## src/qtbr_pkg.sv

```systemverilog
package qtbr_pkg;
	// ****************************************
	// Widths and timing
	// ****************************************
	localparam int unsigned WIDTH = 4;
	localparam logic [3:0] CLEAR_VAL = 4'h0;
	localparam int unsigned CLK_PERIOD_PS = 4000;
	localparam int unsigned CLK_PULSE_MIN_PS = 12000;
	localparam int unsigned CLEAR_PULSE_MIN_PS = 15000;
	localparam int unsigned CLK_PULSE_CYC =
		(CLK_PULSE_MIN_PS + CLK_PERIOD_PS - 1) / CLK_PERIOD_PS;
	localparam int unsigned CLEAR_PULSE_CYC =
		(CLEAR_PULSE_MIN_PS + CLK_PERIOD_PS - 1) / CLK_PERIOD_PS;
	typedef logic [WIDTH-1:0] qtbr_word_t;
endpackage : qtbr_pkg

```

## src/qtbr_reg.sv

```systemverilog
`timescale 1ns/1ps
// Operation
// - Any output disable high puts all four outputs in high impedance; here it only drops stored_bit_oe_o, data outputs stay driven.
// - Outputs driven only when both output disables are low.
// - All bits capture on one rising clock; clock pulse at least 12 ns; the testbench clock is high for 2 ns of each 4 ns period.
// - Any input disable high holds stored value, ignoring clock edges.
// - Input disable changes never alter stored data by themselves.
// - Clear high resets all bits to zero; pulse held 15 ns minimum.
// - Enabled outputs present true, non-inverted stored bits.
// - Loading and driving outputs may happen in the same cycle.
module qtbr_reg
	import qtbr_pkg::*;
(
	// Clock and clear
	input wire logic clk_i,
	input wire logic rst_i,
	// Load side
	input wire qtbr_pkg::qtbr_word_t data_i,
	input wire logic in_dis_a_i,
	input wire logic in_dis_b_i,
	// Bus side
	input wire logic out_dis_a_i,
	input wire logic out_dis_b_i,
	output qtbr_pkg::qtbr_word_t stored_bit_output_o,
	output logic stored_bit_oe_o
);
	import qtbr_pkg::*;

	// ****************************************
	// Decode
	// ****************************************
	// Pair of active-high disables, either one blocks
	function automatic logic either_high(
		input logic dis_x,
		input logic dis_y
	);
		either_high = dis_x | dis_y;
	endfunction : either_high

	// ****************************************
	// Storage
	// ****************************************
	qtbr_word_t store_q;
	qtbr_word_t store_d;
	logic load_en;

	assign load_en = ~either_high(in_dis_a_i, in_dis_b_i);

	always_comb begin
		store_d = load_en ? data_i : store_q;
	end

	always_ff @(posedge clk_i or posedge rst_i) begin
		if (rst_i) begin
			store_q <= CLEAR_VAL;
		end else begin
			store_q <= store_d;
		end
	end

	// ****************************************
	// Bus drive
	// ****************************************
	logic drive_en;

	assign drive_en = ~either_high(out_dis_a_i, out_dis_b_i);
	assign stored_bit_oe_o = drive_en;
	assign stored_bit_output_o = store_q;

	// ****************************************
	// Check helpers
	// ****************************************
	// Data and gate seen at the last edge
	qtbr_word_t seen_data_q;
	logic seen_load_q;

	always_ff @(posedge clk_i or posedge rst_i) begin
		if (rst_i) begin
			seen_data_q <= CLEAR_VAL;
		end else begin
			seen_data_q <= data_i;
		end
	end

	always_ff @(posedge clk_i or posedge rst_i) begin
		if (rst_i) begin
			seen_load_q <= 1'b0;
		end else begin
			seen_load_q <= load_en;
		end
	end

	// ****************************************
	// Output enable checks
	// ****************************************
	oe_off_a: assert property (
		@(posedge clk_i)
		(out_dis_a_i || out_dis_b_i)
		|-> !stored_bit_oe_o
	)
		else $error("Output enabled while a disable is high");

	dis_a_off_a: assert property (
		@(posedge clk_i)
		(out_dis_a_i && !out_dis_b_i)
		|-> !stored_bit_oe_o
	)
		else $error("First output disable did not float outputs");

	dis_b_off_a: assert property (
		@(posedge clk_i)
		(out_dis_b_i && !out_dis_a_i)
		|-> !stored_bit_oe_o
	)
		else $error("Second output disable did not float outputs");

	oe_on_a: assert property (
		@(posedge clk_i)
		(!out_dis_a_i && !out_dis_b_i)
		|-> stored_bit_oe_o
	)
		else $error("Output not enabled with both disables low");

	oe_indep_a: assert property (
		@(posedge clk_i)
		(!out_dis_a_i && !out_dis_b_i && !load_en)
		|-> stored_bit_oe_o
	)
		else $error("Input disables affected output enable");

	// ****************************************
	// Load and hold checks
	// ****************************************
	load_a: assert property (
		@(posedge clk_i) disable iff (rst_i)
		load_en
		|=> stored_bit_output_o == $past(data_i)
	)
		else $error("Data not captured on rising edge");

	seen_load_a: assert property (
		@(posedge clk_i) disable iff (rst_i)
		seen_load_q
		|-> stored_bit_output_o == seen_data_q
	)
		else $error("Stored bits differ from last captured data");

	hold_a: assert property (
		@(posedge clk_i) disable iff (rst_i)
		(in_dis_a_i || in_dis_b_i)
		|=> $stable(stored_bit_output_o)
	)
		else $error("Stored value changed while input disabled");

	hold_ia_a: assert property (
		@(posedge clk_i) disable iff (rst_i)
		(in_dis_a_i && !in_dis_b_i)
		|=> $stable(stored_bit_output_o)
	)
		else $error("First input disable did not hold data");

	hold_ib_a: assert property (
		@(posedge clk_i) disable iff (rst_i)
		(in_dis_b_i && !in_dis_a_i)
		|=> $stable(stored_bit_output_o)
	)
		else $error("Second input disable did not hold data");

	dis_change_a: assert property (
		@(posedge clk_i) disable iff (rst_i)
		(($changed(in_dis_a_i) || $changed(in_dis_b_i)) && !load_en)
		|=> $stable(stored_bit_output_o)
	)
		else $error("Disable change altered stored data");

	true_a: assert property (
		@(posedge clk_i) disable iff (rst_i)
		(stored_bit_oe_o && seen_load_q)
		|-> stored_bit_output_o == seen_data_q
	)
		else $error("Enabled output differs from captured bits");

	rw_a: assert property (
		@(posedge clk_i) disable iff (rst_i)
		(stored_bit_oe_o && load_en)
		|=> stored_bit_output_o == $past(data_i)
	)
		else $error("Load blocked while outputs enabled");

	// ****************************************
	// Clear checks
	// ****************************************
	clear_a: assert property (
		@(posedge clk_i)
		rst_i
		|-> stored_bit_output_o == CLEAR_VAL
	)
		else $error("Clear did not zero stored bits");

	clear_rel_a: assert property (
		@(posedge clk_i)
		$fell(rst_i)
		|-> stored_bit_output_o == CLEAR_VAL
	)
		else $error("Stored bits not zero after clear release");

	clear_bus_a: assert property (
		@(posedge clk_i)
		(rst_i && stored_bit_oe_o)
		|-> stored_bit_output_o == CLEAR_VAL
	)
		else $error("Enabled outputs not zero during clear");

	clr_prio_a: assert property (
		@(posedge clk_i)
		(rst_i && load_en)
		|-> store_q == CLEAR_VAL
	)
		else $error("Capture overrode clear");
endmodule : qtbr_reg

```

## config.mk

```make
export PLATFORM = sky130hd
export DESIGN_NAME = qtbr_reg
export DESIGN_NICKNAME = d
export VERILOG_FILES = /design/src/qtbr_pkg.sv /design/src/qtbr_reg.sv
export SDC_FILE = /design/constraint.sdc
export NUM_CORES = 1
export LEC_CHECK = 0
export ABC_CLOCK_PERIOD_IN_PS = 1500
export BUFFER_PORTS_ARGS = -buffer_cell sky130_fd_sc_hd__buf_2
export CAP_MARGIN = 20
export CORE_AREA = 2 2 39 41
export CTS_BUF_LIST = sky130_fd_sc_hd__clkbuf_16
export DETAILED_ROUTE_END_ITERATION = 10
export DIE_AREA = 0 0 41 43
export HOLD_SLACK_MARGIN = 0.08
export PLACE_DENSITY = 0.46
export SLEW_MARGIN = 5
export SYNTH_ARGS = -nofsm -noshare
export SYNTH_HDL_FRONTEND = slang
export SYNTH_SLANG_ARGS = --single-unit
export TNS_END_PERCENT = 1
```

## constraint.sdc

```tcl
create_clock -name clk_i -period 1.5 [get_ports clk_i]
set_clock_uncertainty 0.1 [all_clocks]
set_input_delay 0.15 -clock clk_i [delete_from_list [all_inputs] [get_ports clk_i]]
set_output_delay 0.15 -clock clk_i [all_outputs]
set_load 0.02 [all_outputs]
```

==> summary.md <==
| Metric | Value |
|---|---|
| Clock slew at reported path FFs | 0.03 ns |
| Slew Limit Headroom | 0.887 |
| Initial antenna violation count | 0 |
| Vias/cell | 3.04 |
| Syn Nets | 21 |
| Max-cap violation count | 0 |
| Die span in x | 41 µm |
| Antenna Nets Post-Route | 0 |
| Status | completed |
| Largest net degree at the start of global routing | 5 |
| Clk_lat worst skew | 0.22 ns |
| RR Startpoint | stored_bit_output_o[1]$_DFFE_PP0N_ |
| Crit path max-delay family | buffers and inverters |
| Placed Area | 269 µm² |
| Worst Reg-to-Reg Cells | 1 |
| Crit-path max cell delay | 0.54 ns |
| Crit path arrival time | 1.05 ns |
| Top-area cell type share of the netlist area | 0.559 |
| Crit path buffers/inverters | 2 |
| Routability cong. | 0.663 |
| Cell variety after synth | 5 |
| PostCTS Resize Cnt | 0 |
| Setup crit end kind | flip-flop |
| Peak VDD IR | 0.463 mV |
| Stages on the worst setup path | 3 |
| CP Launch Type | primary input |
| CTS Root Cell | clkbuf_16 |
| Leakage power | 0.201 nW |
| Fin. Hold Viols | 0 |
| Max reg flops | 4 |
| Synth area leader | dfrtp_1 |
| Final nets | 45 |
| IO Port Bufs | 14 |
| Crit path capture | stored_bit_output_o[1]$_DFFE_PP0N_ |
| Seq/Total Area, Yosys | 0.559 |
| GRT Util Overall | 0.0695 |
| Mapped Avg Cell Area | 16.3 µm² |
| Total power | 0.639 mW |
| Filler cells | 141 |
| Reg2reg end | stored_bit_output_o[1]$_DFFE_PP0N_ |
| Post-CTS setup buffers | 0 |
| Cell area after layout | 394 µm² |
| Die area | 1760 µm² |
| Vias in the first global route | 169 |
| Met2 usage | 0.0656 |
| Synthesized flop and latch total | 4 |
| Hold Buf Count CTS | 5 |
| Grt met1 use | 0.0877 |
| CP Max Fanout | 1 |
| Routed wire length | 463 µm |
| CTS Buf Count | 3 |
| Global-route wire length before repair | 676 µm |
| Layout cells sized above 1 | 0.667 |
| Max Clk Rate | 954 MHz |
| Worst Setup Path Type | in -> reg |
| Clock H-tree levels | 1 |
| Max clock buf depth | 2 |
| Synthesized area | 179 µm² |
| CTS tree | yes |
| Final setup vio count | 0 |
| Final Max Slew Viols | 0 |
| Cell Pwr Density | 1620 nW/µm² |
| Row count | 14 |
| Avg WL per Cell | 9.45 µm |
| Met3 Use GR | 0.0471 |
| Area grow syn2layout | 120% |
| Synth top area cells | dfrtp_1 (56%), mux2_4 (34%), nor2_4 (6.3%) |
| Worst hold path class | in -> reg |
| Pre-Repair DR Iteration Count | 1 |
| Worst path required time | 1.50 ns |
| Synth Warn # | 0 |
| Sum Neg Setup Slack | 0 ns |
| 1st-iter DRT viols | 0 |
| Via count | 149 |
| Worst-path cell chain | dlygate4sd3_1 -> buf_2 -> mux2_4 |
| Slowest cell on crit path | dlygate4sd3_1 |
| Most common cell after layout, fill and taps aside | buf_2 |
| Core footprint | 1380 µm² |
| ANT cells | 0 |
| Final period util | 0.699 |
| Final global-route overflow total | 0 |
| CP Launch Point | data_i[1] |
| Post-route DRC | 0 |
| Commonest cells after routing, fill and taps aside | buf_2 (14), dlygate4sd3_1 (5), mux2_4 (4), dfrtp_1 (4), clkbuf_16 (3) |
| Height of the die | 43 µm |
| GRT busiest layer | met1 |
| Post-Syn Instances | 11 |
| Final min period | 1.05 ns |
| Worst Max-Slew Pin Slew | 0.169 ns |
| IO Pins | 15 |
| Starting Density | 0.129 |
| CTS sink cnt | 4 |
| R2R setup slack | 0.63 ns |
| Unrepaired setup endpoints after global routing | no |
[tightest hold or removal path, cell delays in order]
cell and delay [ns]:
buf_2 0.10, nor2_4 0.05, mux2_4 0.18
[cell families (layout without fill, tap and decap cells)]
| group | Yosys count | count (layout) | synth area share |
|---|---|---|---|
| buffers and inverters | 1 | 23 | 0.0210 |
| muxes | 4 | 4 | 0.336 |
| DFF | 4 | 4 | 0.559 |
| and+or+nand+nor | 2 | 2 | 0.0839 |
[per-layer routing]
layer / vias up / wire length [µm]
li1: 82 / -
met1: 52 / 235
met2: 15 / 151
met3: 0 / 76
met4: 0 / 0
met5: - / 0
[power breakdown]
| group | leakage [nW] | internal, mW | total (mW) | switching [mW] |
|---|---|---|---|---|
| Clock | 0.0370 | 0.340 | 0.409 | 0.0689 |
| Combinational | 0.117 | 0.0521 | 0.0955 | 0.0434 |
| Sequential | 0.0469 | 0.125 | 0.135 | 0.0102 |
[area by class of cell]
class	instances	area, µm²	share of cell area
Sequential cell	4	100	0.254
Timing Repair Buffer	19	120	0.305
Inverter	1	3.75	0.00952
Tap cell	16	20.0	0.0508
Clock buffer	3	75.1	0.190
Multi-Input combinational cell	6	75.1	0.190
[cells in the mapped netlist, drive strengths merged]
library cell	count
dfrtp	4
mux2	4
nor2	2
inv	1
[worst min path at each step]
stage | startpoint | end | slack [ns] | cells after the start
2_1_floorplan | rst_i | stored_bit_output_o[0]$_DFFE_PP0N_ | -0.18 | 1
3_3_place_gp | rst_i | stored_bit_output_o[1]$_DFFE_PP0N_ | -0.06 | 2
3_5_place_dp | rst_i | stored_bit_output_o[1]$_DFFE_PP0N_ | -0.06 | 2
4_1_cts | in_dis_a_i | stored_bit_output_o[2]$_DFFE_PP0N_ | 0.19 | 3
5_1_grt | in_dis_a_i | stored_bit_output_o[3]$_DFFE_PP0N_ | 0.20 | 3
6_report | in_dis_a_i | stored_bit_output_o[2]$_DFFE_PP0N_ | 0.19 | 3
[metrics by stage]
step           cells  worst slack (ns)  hold WS, ns   util
2_1_floorplan     11             0.565       -0.184      -
3_3_place_gp      41             0.524      -0.0645  0.194
3_5_place_dp      41             0.522      -0.0647  0.194
4_1_cts           49             0.464        0.189  0.285
5_1_grt           49             0.438        0.202  0.285
6_report          49             0.451        0.193  0.285
No activity file was read; power rests on OpenSTA's default activity.
